--- src/hdl/oag_cfg.svh ---
// Purpose: Named offsets, reset values and steps of the operand address
//          generator.
// Assumes: Byte addresses on a 32-bit AHB-Lite register bus.
// Notes:   Definitions only.
`ifndef OAG_CFG_SVH
`define OAG_CFG_SVH

`define OAG_OFS_CTRL      8'h00
`define OAG_OFS_PLAIN     8'h04
`define OAG_OFS_PREFIX    8'h08
`define OAG_OFS_SP        8'h0c
`define OAG_OFS_STATUS    8'h10
`define OAG_OFS_PAIRS     8'h40
`define OAG_PAIRS_MASK    8'hc0

`define OAG_CTRL_RBS_LO   0
`define OAG_CTRL_RBS_HI   1

`define OAG_SP_RST        16'h0000
`define OAG_PAIR_RST      16'h0000
`define OAG_BANK_RST      4'h0
`define OAG_STACK_STEP    16'h0002
`define OAG_PTR_STEP      16'h0001
`define OAG_UPPER_IDLE    4'h0

`endif

--- src/hdl/oag_pkg.sv ---
// Purpose: Types shared by the operand address generator files.
// Assumes: Nothing beyond SystemVerilog packed types.
// Notes:   Offsets and values live in oag_cfg.svh.
`default_nettype none

package oag_pkg;

    typedef enum logic [3:0] {
        OAG_OP_NONE        = 4'h0,
        OAG_OP_PUSH_PAIR   = 4'h1,
        OAG_OP_PUSH_WORD   = 4'h2,
        OAG_OP_POP         = 4'h3,
        OAG_OP_CALL        = 4'h4,
        OAG_OP_RET         = 4'h5,
        OAG_OP_INT_SAVE    = 4'h6,
        OAG_OP_INT_RESTORE = 4'h7,
        OAG_OP_DIRECT      = 4'h8,
        OAG_OP_INDIRECT    = 4'h9,
        OAG_OP_IND_INC     = 4'ha,
        OAG_OP_IND_DEC     = 4'hb,
        OAG_OP_BASED       = 4'hc,
        OAG_OP_BASED_SP    = 4'hd
    } oag_op_t;

    typedef struct packed {
        logic        valid;
        oag_op_t     op;
        logic        prefix;
        logic        write;
        logic [1:0]  pair;
        logic [15:0] addr16;
        logic [7:0]  offset;
        logic [15:0] data;
    } oag_op_req_t;

    typedef struct packed {
        logic        req;
        logic        write;
        logic [15:0] addr;
        logic [15:0] wdata;
    } oag_mem_acc_t;

    typedef enum logic [1:0] {
        OAG_BUS_IDLE = 2'b00,
        OAG_BUS_WAIT = 2'b01,
        OAG_BUS_RESP = 2'b11
    } oag_bus_st_t;

endpackage

`default_nettype wire

--- src/hdl/oag_pair_file.sv ---
// Purpose: Four banks of four 16-bit register pairs.
// Assumes: One clock; hardware and bus write ports.
// Notes:   A hardware write beats a bus write to the same entry.
`default_nettype none
`include "oag_cfg.svh"

module oag_pair_file #(
    parameter int NUM_BANKS = 4,
    parameter int NUM_PAIRS = 4
) (
    input  wire logic        clk,
    input  wire logic        srst,
    input  wire logic [3:0]  hw_idx,
    input  wire logic        hw_we,
    input  wire logic [15:0] hw_wd,
    input  wire logic [3:0]  bus_idx,
    input  wire logic        bus_we,
    input  wire logic [15:0] bus_wd,
    input  wire logic [3:0]  op_idx,
    output logic      [15:0] op_rd,
    output logic      [15:0] bus_rd
);
    if (NUM_BANKS * NUM_PAIRS != 16) begin : g_chk
        $error("Pair file must hold exactly sixteen entries.");
    end

    logic [15:0] pair_q [16];
    logic [15:0] pair_d [16];

    for (genvar i = 0; i < 16; i++) begin : g_ent
        always_comb begin
            pair_d[i] = pair_q[i];
            if (hw_we && hw_idx == 4'(i)) begin
                pair_d[i] = hw_wd;
            end else if (bus_we && bus_idx == 4'(i)) begin
                pair_d[i] = bus_wd;
            end
        end
        always_ff @(posedge clk) begin
            if (srst) begin
                pair_q[i] <= `OAG_PAIR_RST;
            end else begin
                pair_q[i] <= pair_d[i];
            end
        end
    end

    assign op_rd  = pair_q[op_idx];
    assign bus_rd = pair_q[bus_idx];
endmodule

`default_nettype wire

--- src/hdl/oag_ea_calc.sv ---
// Purpose: Combinational effective address and pointer update.
// Assumes: Pair value already taken from the selected register bank.
// Notes:   All sums wrap within sixteen bits.
`default_nettype none
`include "oag_cfg.svh"

module oag_ea_calc (
    input  wire oag_pkg::oag_op_req_t req,
    input  wire logic [15:0]          pair_val,
    input  wire logic [15:0]          sp,
    input  wire logic [3:0]           plain_bank,
    input  wire logic [3:0]           prefix_bank,
    output logic      [15:0]          ea,
    output logic      [3:0]           upper,
    output logic                      mem_write,
    output logic      [15:0]          wdata,
    output logic                      sp_we,
    output logic      [15:0]          sp_wd,
    output logic                      pair_we,
    output logic      [15:0]          pair_wd
);
    logic [15:0] sp_dec;
    assign sp_dec = sp - `OAG_STACK_STEP;

    always_comb begin
        ea        = req.addr16;
        upper     = `OAG_UPPER_IDLE;
        mem_write = req.write;
        wdata     = req.data;
        sp_we     = 1'b0;
        sp_wd     = sp;
        pair_we   = 1'b0;
        pair_wd   = pair_val;
        case (req.op)
            oag_pkg::OAG_OP_PUSH_PAIR: begin
                ea        = sp_dec;
                sp_we     = 1'b1;
                sp_wd     = sp_dec;
                mem_write = 1'b1;
                wdata     = pair_val;
            end
            oag_pkg::OAG_OP_PUSH_WORD, oag_pkg::OAG_OP_CALL,
            oag_pkg::OAG_OP_INT_SAVE: begin
                ea        = sp_dec;
                sp_we     = 1'b1;
                sp_wd     = sp_dec;
                mem_write = 1'b1;
            end
            oag_pkg::OAG_OP_POP, oag_pkg::OAG_OP_RET,
            oag_pkg::OAG_OP_INT_RESTORE: begin
                ea        = sp;
                sp_we     = 1'b1;
                sp_wd     = sp + `OAG_STACK_STEP;
                mem_write = 1'b0;
            end
            oag_pkg::OAG_OP_DIRECT: begin
                ea = req.addr16;
            end
            oag_pkg::OAG_OP_INDIRECT: begin
                ea = pair_val;
            end
            oag_pkg::OAG_OP_IND_INC: begin
                ea      = pair_val;
                pair_we = 1'b1;
                pair_wd = pair_val + `OAG_PTR_STEP;
            end
            oag_pkg::OAG_OP_IND_DEC: begin
                ea      = pair_val;
                pair_we = 1'b1;
                pair_wd = pair_val - `OAG_PTR_STEP;
            end
            oag_pkg::OAG_OP_BASED: begin
                ea = pair_val + {8'h00, req.offset};
            end
            oag_pkg::OAG_OP_BASED_SP: begin
                ea = sp + {8'h00, req.offset};
            end
            default: begin
                mem_write = 1'b0;
            end
        endcase
        // Only the six expansion-capable modes drive the bank out.
        if (req.op >= oag_pkg::OAG_OP_DIRECT &&
            req.op <= oag_pkg::OAG_OP_BASED_SP) begin
            upper = req.prefix ? prefix_bank : plain_bank;
        end
    end
endmodule

`default_nettype wire

--- src/hdl/oag_top.sv ---
// Purpose: Operand address generator with an AHB-Lite register slave.
// Assumes: Decoder requests arrive on CLOCK; one request per cycle.
// Notes:   Each bus transfer takes one wait state.
//
// Contract
// Stack accesses address memory with the current stack pointer.
// Push, pop, call, return and interrupt save/restore use stack addressing.
// Pair push first lowers the stack pointer by two, then writes there.
// Software keeps the stack out of special and ROM areas.
// Bank extension is output only for the expansion-capable modes.
// Software loads the bank register before touching the expansion area.
// Plain bank value drives upper lines for unprefixed expansion accesses.
// Prefixed bank value drives upper lines for prefixed accesses only.
// Each bank register holds its value until software rewrites it.
// Software keeps the plain bank at zero when expansion is unused.
// Direct mode takes the sixteen-bit address from the instruction.
// Indirect mode uses the chosen pair of the flag-selected bank.
// Auto increment or decrement adjusts the pointer pair by one after.
// Based mode adds an instruction offset to the chosen base pair.
// The eight-bit offset is zero-extended before the addition.
// The based sum wraps in sixteen bits, carry dropped.
// Reduced variant hardwires the plain bank register to zero.
// Bank value sits above the effective address as a 20-bit address.
`default_nettype none
`include "oag_cfg.svh"

module oag_top #(
    parameter bit REDUCED_VARIANT = 1'b0
) (
    input  wire logic                 CLOCK,
    input  wire logic                 SRST,
    input  wire logic                 HSEL,
    input  wire logic [31:0]          HADDR,
    input  wire logic [1:0]           HTRANS,
    input  wire logic                 HWRITE,
    input  wire logic [2:0]           HSIZE,
    input  wire logic [31:0]          HWDATA,
    input  wire logic                 HREADY,
    output logic      [31:0]          HRDATA,
    output logic                      HREADYOUT,
    output logic                      HRESP,
    input  wire oag_pkg::oag_op_req_t OP_REQ,
    output oag_pkg::oag_mem_acc_t     MEM_ACC,
    output logic      [3:0]           UPPER_ADDRESS_LINES
);
    // Bus slave state.
    oag_pkg::oag_bus_st_t st_q, st_d;
    logic [7:0]  baddr_q, baddr_d;
    logic        bwrite_q, bwrite_d;
    logic [31:0] hrdata_q, hrdata_d;
    logic        hready_q, hready_d;
    logic        hresp_q;

    // Software visible state.
    logic [1:0]  bank_sel_q, bank_sel_d;
    logic [3:0]  plain_bank_register_q, plain_bank_register_d;
    logic [3:0]  prefixed_bank_register_q, prefixed_bank_register_d;
    logic [15:0] stack_pointer_q, stack_pointer_d;
    logic [19:0] last_ea_q, last_ea_d;

    // Memory side outputs.
    oag_pkg::oag_mem_acc_t mem_q, mem_d;
    logic [3:0]  upper_q, upper_d;

    logic        accept;
    logic        bus_we;
    logic [31:0] rd_mux;
    logic [15:0] pair_op_rd, pair_bus_rd;
    logic [15:0] ea;
    logic [3:0]  ea_upper;
    logic        ea_write, sp_we, pair_we;
    logic [15:0] ea_wdata, sp_wd, pair_wd;
    logic [3:0]  op_idx;
    logic        op_go;

    assign accept = HSEL && HTRANS[1] && HREADY;
    assign bus_we = (st_q == oag_pkg::OAG_BUS_WAIT) && bwrite_q;
    assign op_go  = OP_REQ.valid;
    // Pair chosen inside the bank picked by the two select flags.
    assign op_idx = {bank_sel_q, OP_REQ.pair};

    oag_pair_file #(
        .NUM_BANKS (4),
        .NUM_PAIRS (4)
    ) u_pairs (
        .clk     (CLOCK),
        .srst    (SRST),
        .hw_idx  (op_idx),
        .hw_we   (op_go && pair_we),
        .hw_wd   (pair_wd),
        .bus_idx (baddr_q[5:2]),
        .bus_we  (bus_we && (baddr_q & `OAG_PAIRS_MASK) == `OAG_OFS_PAIRS),
        .bus_wd  (HWDATA[15:0]),
        .op_idx  (op_idx),
        .op_rd   (pair_op_rd),
        .bus_rd  (pair_bus_rd)
    );

    oag_ea_calc u_ea (
        .req         (OP_REQ),
        .pair_val    (pair_op_rd),
        .sp          (stack_pointer_q),
        .plain_bank  (plain_bank_register_q),
        .prefix_bank (prefixed_bank_register_q),
        .ea          (ea),
        .upper       (ea_upper),
        .mem_write   (ea_write),
        .wdata       (ea_wdata),
        .sp_we       (sp_we),
        .sp_wd       (sp_wd),
        .pair_we     (pair_we),
        .pair_wd     (pair_wd)
    );

    // Read multiplexer; unmapped offsets read as zero.
    always_comb begin
        rd_mux = 32'h0000_0000;
        if ((baddr_q & `OAG_PAIRS_MASK) == `OAG_OFS_PAIRS) begin
            rd_mux = {16'h0000, pair_bus_rd};
        end else begin
            case (baddr_q)
                `OAG_OFS_CTRL:   rd_mux = {30'h0, bank_sel_q};
                `OAG_OFS_PLAIN:  rd_mux = {28'h000_0000,
                                           plain_bank_register_q};
                `OAG_OFS_PREFIX: rd_mux = {28'h000_0000,
                                           prefixed_bank_register_q};
                `OAG_OFS_SP:     rd_mux = {16'h0000, stack_pointer_q};
                `OAG_OFS_STATUS: rd_mux = {12'h000, last_ea_q};
                default:         rd_mux = 32'h0000_0000;
            endcase
        end
    end

    // Bus handshake and register writes.
    always_comb begin
        st_d     = st_q;
        baddr_d  = baddr_q;
        bwrite_d = bwrite_q;
        hrdata_d = hrdata_q;
        hready_d = hready_q;
        bank_sel_d               = bank_sel_q;
        plain_bank_register_d    = plain_bank_register_q;
        prefixed_bank_register_d = prefixed_bank_register_q;
        stack_pointer_d          = stack_pointer_q;
        case (st_q)
            oag_pkg::OAG_BUS_IDLE, oag_pkg::OAG_BUS_RESP: begin
                hready_d = 1'b1;
                st_d     = oag_pkg::OAG_BUS_IDLE;
                if (accept) begin
                    baddr_d  = HADDR[7:0];
                    bwrite_d = HWRITE && (HSIZE == 3'h2);
                    hready_d = 1'b0;
                    st_d     = oag_pkg::OAG_BUS_WAIT;
                end
            end
            oag_pkg::OAG_BUS_WAIT: begin
                hrdata_d = rd_mux;
                hready_d = 1'b1;
                st_d     = oag_pkg::OAG_BUS_RESP;
                if (bwrite_q) begin
                    case (baddr_q)
                        `OAG_OFS_CTRL: begin
                            bank_sel_d = {HWDATA[`OAG_CTRL_RBS_HI],
                                          HWDATA[`OAG_CTRL_RBS_LO]};
                        end
                        `OAG_OFS_PLAIN:  plain_bank_register_d = HWDATA[3:0];
                        `OAG_OFS_PREFIX: begin
                            prefixed_bank_register_d = HWDATA[3:0];
                        end
                        `OAG_OFS_SP:     stack_pointer_d = HWDATA[15:0];
                        default: begin
                        end
                    endcase
                end
            end
            default: begin
                st_d     = oag_pkg::OAG_BUS_IDLE;
                hready_d = 1'b1;
            end
        endcase
        // A stack operation in the same cycle wins over a bus write.
        if (op_go && sp_we) begin
            stack_pointer_d = sp_wd;
        end
        if (REDUCED_VARIANT) begin
            plain_bank_register_d = `OAG_BANK_RST;
        end
    end

    // Memory access outputs; upper lines fall back to zero between accesses.
    always_comb begin
        mem_d       = mem_q;
        mem_d.req   = 1'b0;
        upper_d     = `OAG_UPPER_IDLE;
        last_ea_d   = last_ea_q;
        if (op_go) begin
            mem_d.req   = OP_REQ.op != oag_pkg::OAG_OP_NONE;
            mem_d.write = ea_write;
            mem_d.addr  = ea;
            mem_d.wdata = ea_wdata;
            upper_d     = ea_upper;
            last_ea_d   = {ea_upper, ea};
        end
    end

    always_ff @(posedge CLOCK) begin
        if (SRST) begin
            st_q     <= oag_pkg::OAG_BUS_IDLE;
            baddr_q  <= 8'h00;
            bwrite_q <= 1'b0;
            hrdata_q <= 32'h0000_0000;
            hready_q <= 1'b1;
            hresp_q  <= 1'b0;
            bank_sel_q               <= 2'h0;
            plain_bank_register_q    <= `OAG_BANK_RST;
            prefixed_bank_register_q <= `OAG_BANK_RST;
            stack_pointer_q          <= `OAG_SP_RST;
            last_ea_q <= 20'h0_0000;
            mem_q     <= '0;
            upper_q   <= `OAG_UPPER_IDLE;
        end else begin
            st_q     <= st_d;
            baddr_q  <= baddr_d;
            bwrite_q <= bwrite_d;
            hrdata_q <= hrdata_d;
            hready_q <= hready_d;
            hresp_q  <= 1'b0;
            bank_sel_q               <= bank_sel_d;
            plain_bank_register_q    <= plain_bank_register_d;
            prefixed_bank_register_q <= prefixed_bank_register_d;
            stack_pointer_q          <= stack_pointer_d;
            last_ea_q <= last_ea_d;
            mem_q     <= mem_d;
            upper_q   <= upper_d;
        end
    end

    assign HRDATA              = hrdata_q;
    assign HREADYOUT           = hready_q;
    assign HRESP               = hresp_q;
    assign MEM_ACC             = mem_q;
    assign UPPER_ADDRESS_LINES = upper_q;

    // The stack is trusted to sit in ordinary RAM; no range check is made.


    AST_PUSH_PAIR: assert property (@(posedge CLOCK) disable iff (SRST)
        op_go && OP_REQ.op == oag_pkg::OAG_OP_PUSH_PAIR |=>
        MEM_ACC.req && MEM_ACC.write &&
        MEM_ACC.addr == 16'($past(stack_pointer_q) - `OAG_STACK_STEP) &&
        stack_pointer_q == MEM_ACC.addr)
        else $error("Pair push did not pre-decrement the stack pointer.");

    AST_POP_ADDR: assert property (@(posedge CLOCK) disable iff (SRST)
        op_go && OP_REQ.op == oag_pkg::OAG_OP_POP |=>
        MEM_ACC.addr == $past(stack_pointer_q) && !MEM_ACC.write &&
        UPPER_ADDRESS_LINES == `OAG_UPPER_IDLE)
        else $error("Pop did not address the stack pointer.");

    AST_PLAIN_BANK: assert property (@(posedge CLOCK) disable iff (SRST)
        op_go && !OP_REQ.prefix && OP_REQ.op == oag_pkg::OAG_OP_DIRECT |=>
        UPPER_ADDRESS_LINES == $past(plain_bank_register_q) &&
        MEM_ACC.addr == $past(OP_REQ.addr16))
        else $error("Direct access lost the plain bank.");

    AST_PREFIX_BANK: assert property (@(posedge CLOCK) disable iff (SRST)
        op_go && OP_REQ.prefix && OP_REQ.op == oag_pkg::OAG_OP_INDIRECT |=>
        UPPER_ADDRESS_LINES == $past(prefixed_bank_register_q))
        else $error("Prefixed access lost the prefixed bank.");

    AST_UPPER_IDLE: assert property (@(posedge CLOCK) disable iff (SRST)
        !op_go |=> UPPER_ADDRESS_LINES == `OAG_UPPER_IDLE ##1
        (UPPER_ADDRESS_LINES == `OAG_UPPER_IDLE || $past(op_go)))
        else $error("Upper lines driven outside an access.");

    AST_BASED_WRAP: assert property (@(posedge CLOCK) disable iff (SRST)
        op_go && OP_REQ.op == oag_pkg::OAG_OP_BASED |=>
        MEM_ACC.addr == 16'($past(pair_op_rd) + {8'h00, $past(OP_REQ.offset)}))
        else $error("Based address sum is wrong.");

    AST_POST_INC: assert property (@(posedge CLOCK) disable iff (SRST)
        op_go && OP_REQ.op == oag_pkg::OAG_OP_IND_INC |->
        pair_we && pair_wd == 16'(pair_op_rd + `OAG_PTR_STEP) ##1
        MEM_ACC.addr == $past(pair_op_rd))
        else $error("Post increment misbehaved.");

    AST_BANK_HOLD: assert property (@(posedge CLOCK) disable iff (SRST)
        !(bus_we && baddr_q == `OAG_OFS_PLAIN) |=>
        $stable(plain_bank_register_q))
        else $error("Plain bank changed without a write.");

    AST_REDUCED: assert property (@(posedge CLOCK) disable iff (SRST)
        REDUCED_VARIANT |=> plain_bank_register_q == `OAG_BANK_RST)
        else $error("Reduced variant plain bank not zero.");
endmodule

`default_nettype wire

--- config.mk ---
export PLATFORM = sky130hd
export DESIGN_NAME = oag_top
export DESIGN_NICKNAME = d
export VERILOG_FILES = /design/src/hdl/oag_pkg.sv /design/src/hdl/oag_pair_file.sv /design/src/hdl/oag_ea_calc.sv /design/src/hdl/oag_top.sv
export VERILOG_INCLUDE_DIRS = /design/src /design/src/hdl
export SDC_FILE = /design/constraint.sdc
export NUM_CORES = 1
export LEC_CHECK = 0
export ABC_AREA = 1
export BUFFER_PORTS_ARGS = -buffer_cell sky130_fd_sc_hd__buf_2
export CORE_ASPECT_RATIO = 0.75
export CORE_MARGIN = 5
export CORE_UTILIZATION = 45
export DETAILED_ROUTE_END_ITERATION = 8
export MAX_ROUTING_LAYER = met4
export PLACE_DENSITY = 0.68
export SYNTH_ARGS = -nofsm -noshare
export SYNTH_HDL_FRONTEND = slang
export SYNTH_SLANG_ARGS = --single-unit
--- constraint.sdc ---
create_clock -name CLOCK -period 9.8 [get_ports CLOCK]
set_input_delay 0.49 -clock CLOCK [delete_from_list [all_inputs] [get_ports CLOCK]]
set_output_delay 0.49 -clock CLOCK [all_outputs]
set_load 0.1 [all_outputs]
## Word-level counts from Yosys, hierarchy flattened

Memory sizes are Yosys's and may differ from the RTL's. A register that Yosys moved wholly into a read port is not among the register bits.
Cells that the tools add are included.

| cells by class | value |
|---|---|
| $add $sub $neg | 6 |
| multiply operators | 0 |
| div/mod/pow operators | 0 |
| $lt $le $gt $ge | 2 |
| equality and inequality tests | 68 |
| shift operators | 0 |
| multiplexer cells | 71 |
| bitwise gates (word level) | 18 |
| reduce and logical (&&, ||, !) cells | 78 |

Operators with widths:

| cell | number |
|---|---|
| 2-to-1 mux 16 bit | 53 |
| case mux 20 bit (5 select lines) | 1 |
| equality test 4 bit, second input constant | 22 |
| case mux 16 bit (5 select lines) | 1 |
| case mux 16 bit (2 select lines) | 2 |
| equality test 4 x 3 -> 1 bit, second input constant | 12 |
| logical AND 1 bit | 40 |
| AND reduction 2 bit | 17 |
| adder 16 x 8 -> 16 bit | 2 |
| 2-to-1 mux 32 bit | 1 |
| inequality test 2 bit, second input constant | 16 |
| equality test 4 x 2 -> 1 bit, second input constant | 6 |
| adder 16 x 1 -> 16 bit, second input constant | 1 |
| adder 16 x 2 -> 16 bit, second input constant | 1 |
| equality test 8 x 4 -> 1 bit, second input constant | 2 |
| 2-to-1 mux 4 bit | 4 |
| OR 1 bit | 16 |
| subtractor 16 x 1 -> 16 bit, second input constant | 1 |
| subtractor 16 x 2 -> 16 bit, second input constant | 1 |
| equality test 4 x 1 -> 1 bit, second input constant | 3 |
| AND reduction 3 bit | 3 |
| equality test 8 x 3 -> 1 bit, second input constant | 1 |
| equality test 8 x 5 -> 1 bit, second input constant | 1 |
| zero test 4 bit | 2 |
| other kinds (20) | 34 |

| storage, ports and cells | value |
|---|---|
| bits in registers | 128 |
| latch bits | 0 |
| RAM bits | 256 |
| ROM bits | 0 |
| output and inout port bits | 72 |
| memories | 1 |

Memory list:

| name | depth | width | read ports | clocked after memory_dff | write ports | line | source |
|---|---|---|---|---|---|---|---|
| u_pairs.pair_q | 16 | 16 | 2 | 1 | 16 | oag_pair_file.sv:27 | `logic [15:0] pair_q [16];` |

## Longest topological paths before layout

| logic depth | value |
|---|---|
| depth after elaboration | 8 |
| mapped depth | 27 |

## Hierarchy

From an unflattened synthesis, not the netlist that was laid out.

| unflattened totals | value |
|---|---|
| cells, all modules | 4,137 |
| area total of the unflattened synthesis | 26,432.9 µm² |

Modules (own cells, without submodules):

| module | instances | cells each | area an instance (µm²) | sequential area each (µm²) |
|---|---|---|---|---|
| oag_pair_file | 1 | 2,902 | 18,738.0 | 7,687.4 |
| oag_top | 1 | 579 | 4,377.9 | 2,001.9 |
| oag_ea_calc | 1 | 656 | 3,316.9 | 0.0 |

## Worst setup path before layout

OpenSTA, ideal clock, no wires.

| timing | value |
|---|---|
| path type | input-to-reg |
| start | input OP_REQ[47] in the netlist's numbering |
| end | memory u_pairs.pair_q[0][12] (data pin) |
| setup time | 0.249 ns |
| arrival | 3.865 ns |
| required time | 9.551 ns |
| slack | 5.686 ns |
| stages on the path | 22 |
| path buffers | 2 |
| path through | inv_2 nor2_1 inv_2 nor2_8 inv_2 buf_2 nor2_1 inv_1 fa_1 inv_1 nand3_1 nand2_1 a21oi_1 o21ai_0 a21boi_0 o21ai_0 xor2_1 nand2_1 clkbuf_1 nand3_1 nand2_1 inv_1 |

RTL lines:

| what | line | source |
|---|---|---|
| start, declared | oag_top.sv:42 | `input wire oag_pkg::oag_op_req_t OP_REQ,` |
| end, declared | oag_pair_file.sv:27 |  |

==> results.yml <==
clock_tree:
  ctsHoldBuffers: 0
  cts_made_buffers: 38
  post-cts-setup-buffers: 0
  tritoncts: "yes"
  root_buffer: "clkbuf_16"
  cts_resized: 0
  clock_sinks: 360
  path_clk_slew_ns: 0.06
  cts_max_level: 2
  ctsLongestPathBuffers: 3
  clkLatencyLatePin_ns: 0.56
detailed_routing:
  antenna_left: 0
  routed_wl_mm: 89.3
  dr.pass1.iters: 6
  wl_met3_mm: 12.4
  viasPerCell: 5.95
  dr.max_layer_used: "met4"
  drc_errors: 0
  routedWlPerCell_um: 22.0
  drt_iter0_markers: 4086
  routed-via-count: 24100
  wl_met1_mm: 38.9
  dr_wl_met2_mm: 35.6
setup_path:
  slowest_delay_ns: 0.69
  cp_cell_sequence: "buf_2 > buf_4 > inv_2 > buf_4 > nor2_4 > buf_4 > inv_2 > o21ai_1 > o21ai_1 > nand4_2 > ha_1 > nand3_1 > nand2_1 > a21oi_1 > o21ai_0 > a21boi_0 > o21ai_0 > xor2_1 > nand2_1 > nand3_1 > nand2_1 > inv_1"
  cp.required_ns: 10.11
  crit_arrival_ns: 6.09
  crit_fanout: 43
  slowest_stage: "buf_2"
  crit_type: "input port to register"
  critPathLaunchType: "input port"
  cp-end-kind: "register"
job:
  maxCapViolations: 0
global_routing:
  grt_usage: 0.297
  grt_start_max_net_pins: 71
  grt_pass1_vias: 21500
  antenna_found_initial: 0
  grt_first_pass_wirelength_mm: 132
  grt-ovfl-total: 0
cells_and_area:
  drive_above_1_share: 0.113
  finalNonFillerCells: 4054
  stdcell_area_um2: 26100
  num-nets-final: 3463
  area_growth_pct: 7.54
power_and_ir_drop:
  clock_power_share: 0.367
  combPwrFrac: 0.194
  p_seq_frac: 0.439
  ir_drop_mv: 0.147
  p_per_area_nw_per_um2: 152
  p_int_mw: 2.66
  power.leakage_nw: 11.9
  swShare: 0.328
  p_sw_mw: 1.30
timing:
  finalHoldViolations: 0
  relSlewSlack: 0.205
  min_period_ns: 5.78
  slew_violations: 0
  holdWs_ns: 0.119
  rsz0062_at_grt: "no"
  finalClockSkew_ns: 0.0258
  max_freq_mhz: 173
  period_share: 0.590
  tightestPinTransition_ns: 1.18
  finalSetupTns_ns: 0
  setup_viol: 0
logic_synthesis:
  synth_area_leader_cell: "edfxtp_1"
  synthXorXnorAreaFrac: 0.0108
  muxShareOfSynthArea: 0
  synthCells: 3349
  synth-simple-area-share: 0.196
  synth_compound_area_frac: 0.252
  yosys_warnings: 0
  yosys.area_share.adder: 0.0151
  ys_seq_area_frac: 0.403
  avgSynthCellArea_um2: 7.24
  synth_cell_types: 63
  yosys-top-cells-area: "edfxtp_1 (32%), nand2_1 (10%), dfxtp_1 (8.6%)"
  synth-seq-cells: 360
  synth_top_family_by_area: "compound AO/OA/AOI/OAI gates"
  synthesis.area_um2: 24300
  synth_top_area_share: 0.317
place:
  numPortBuffers: 140
  place.gp.congestion: 0.966
  place_inst: 3984
  post_dp_cell_area_um2: 24900
  hpwl_mm: 63.9
die:
  ioPinCount: 195
  die_w_um: 278
  die-area_um2: 58700
  fp.coreArea_um2: 53200
  initial_core_util: 0.456
  die_y_um: 211
  num_rows: 73
min_path:
  min_path_type: "input port to register"
outcome:
  status: "finished clean"
==> state kept, by name (all words and copies together) (netlist names), named ones only <==
name / cells
st_q: 2
MEM_ACC: 18
bank_sel_q: 2
prefixed_bank_register_q: 4
last_ea_q: 20
stack_pointer_q: 16
u_pairs.pair_q: 256
bwrite_q: 1
UPPER_ADDRESS_LINES: 4
HREADYOUT: 1
baddr_q: 8
plain_bank_register_q: 4
HRDATA: 20
==> worst paths after layout <==
check / start / to / slack [ns] / cells past startpoint
worst min-delay path: HSIZE[2] / bwrite_q$_SDFFE_PP0P_ / 0.12 / 2
worst max-delay path: OP_REQ[40] / u_pairs.pair_q[13][12]$_SDFFCE_PN0P_ / 4.02 / 22
worst min register to register: HRDATA[18]$_SDFFE_PP0P_ / HRDATA[18]$_SDFFE_PP0P_ / 0.47 / 2
worst max register to register: bank_sel_q[1]$_SDFFE_PP0P_ / u_pairs.pair_q[13][12]$_SDFFCE_PN0P_ / 5.30 / 15
==> metrics by stage <==
step	setup WS (ns)	power, mW	util
after CTS	4.32	3.94	0.491
final	4.02	3.95	0.491
after global placement	3.75	2.51	0.468
after detailed placement	3.74	2.51	0.468
after global routing	3.89	4.07	0.491
after floorplan	5.69	2.30	-
==> cells in the final DEF (no fill, tap or decap), types with 4 or more instances in the layout <==
cell type / n
inv_2: 57
nand2_2: 14
a21oi_2: 4
a21oi_1: 403
o22ai_1: 25
a21o_1: 4
o211ai_1: 51
a211oi_1: 6
nand3_1: 146
o2111ai_1: 4
a31oi_1: 15
buf_4: 43
a22oi_1: 50
nand4_1: 11
a41oi_1: 13
o21ai_1: 94
clkbuf_1: 10
nor3_1: 17
or2_2: 5
clkinv_1: 16
nor2_4: 5
nand4_2: 4
a221oi_1: 5
inv_1: 375
xor2_1: 26
edfxtp_1: 256
conb_1: 13
ha_1: 26
a31o_2: 4
nand2_1: 657
clkinv_2: 5
o21ai_2: 8
clkbuf_16: 40
nor2_1: 230
buf_2: 140
nor2_2: 19
dfxtp_1: 101
o221ai_1: 30
o21ai_0: 361
==> cells by family (layout without fill, tap and decap cells) <==
| group | after synthesis | count (layout) |
|---|---|---|
| AO/OA/AOI/OAI | 1091 | 1091 |
| XOR/XNOR | 29 | 29 |
| adder cells (fa/ha/maj) | 28 | 28 |
| buffers and inverters | 716 | 696 |
| flip-flops | 360 | 360 |
| other | 1 | 14 |
| AND/OR/NAND/NOR | 1124 | 1124 |
==> layout make-up <==
| class | instances | area (um^2) |
|---|---|---|
| Antenna cell | 1 | 2.50 |
| Clock buffer | 52 | 1070 |
| Clock inverter | 17 | 125 |
| Fill cell | 5300 | 27100 |
| Inverter | 444 | 1670 |
| Multi-Input combinational cell | 2285 | 11500 |
| Sequential cell | 360 | 9780 |
| Tap cell | 712 | 891 |
| Timing Repair Buffer | 183 | 1020 |
==> cells in the mapped netlist, drive strengths merged <==
library cell	count
o31ai	1
ha	26
o2111ai	4
a21o	4
o22ai	25
inv	433
xor2	27
o21bai	4
a2111oi	1
nor4	1
a21boi	2
fa	2
o41ai	1
a22oi	52
nor2	257
or2	7
a21oi	407
a221oi	5
buf	105
nand2	672
a22o	1
nand3	149
nand4	15
a31o	4
clkbuf	167
dfxtp	104
xnor2	2
edfxtp	256
nor3	21
nand3b	2
clkinv	11
o311ai	1
conb	1
o221ai	30
a211oi	6
a41oi	13
o211ai	51
o21ai	464
a31oi	15
==> critical path: cells and delay by family <==
kind	cells	cell delay, ns
adders and majority gates	1	0.32
AOI/OAI and AO/OA	6	1.39
and+or+nand+nor	7	1.27
buffers and inverters	7	2.34
xor gates and xnor gates	1	0.17
==> per-layer routing <==
layer,GRT usage,vias up
li1,-,11200
met5,-,-
met2,0.403,1535
met1,0.450,11200
met3,0.0597,175
met4,0.0791,0
==> power by group through the flow <==
stage | clock [mW] | sequential, mW | combinational (mW)
final | 1.45 | 1.74 | 0.768
after global routing | 1.51 | 1.74 | 0.817
after CTS | 1.46 | 1.73 | 0.748
after detailed placement | 0 | 1.77 | 0.746
after global placement | 0 | 1.77 | 0.744
after floorplan | 0 | 1.81 | 0.492
No activity file was read; power rests on OpenSTA's default activity.
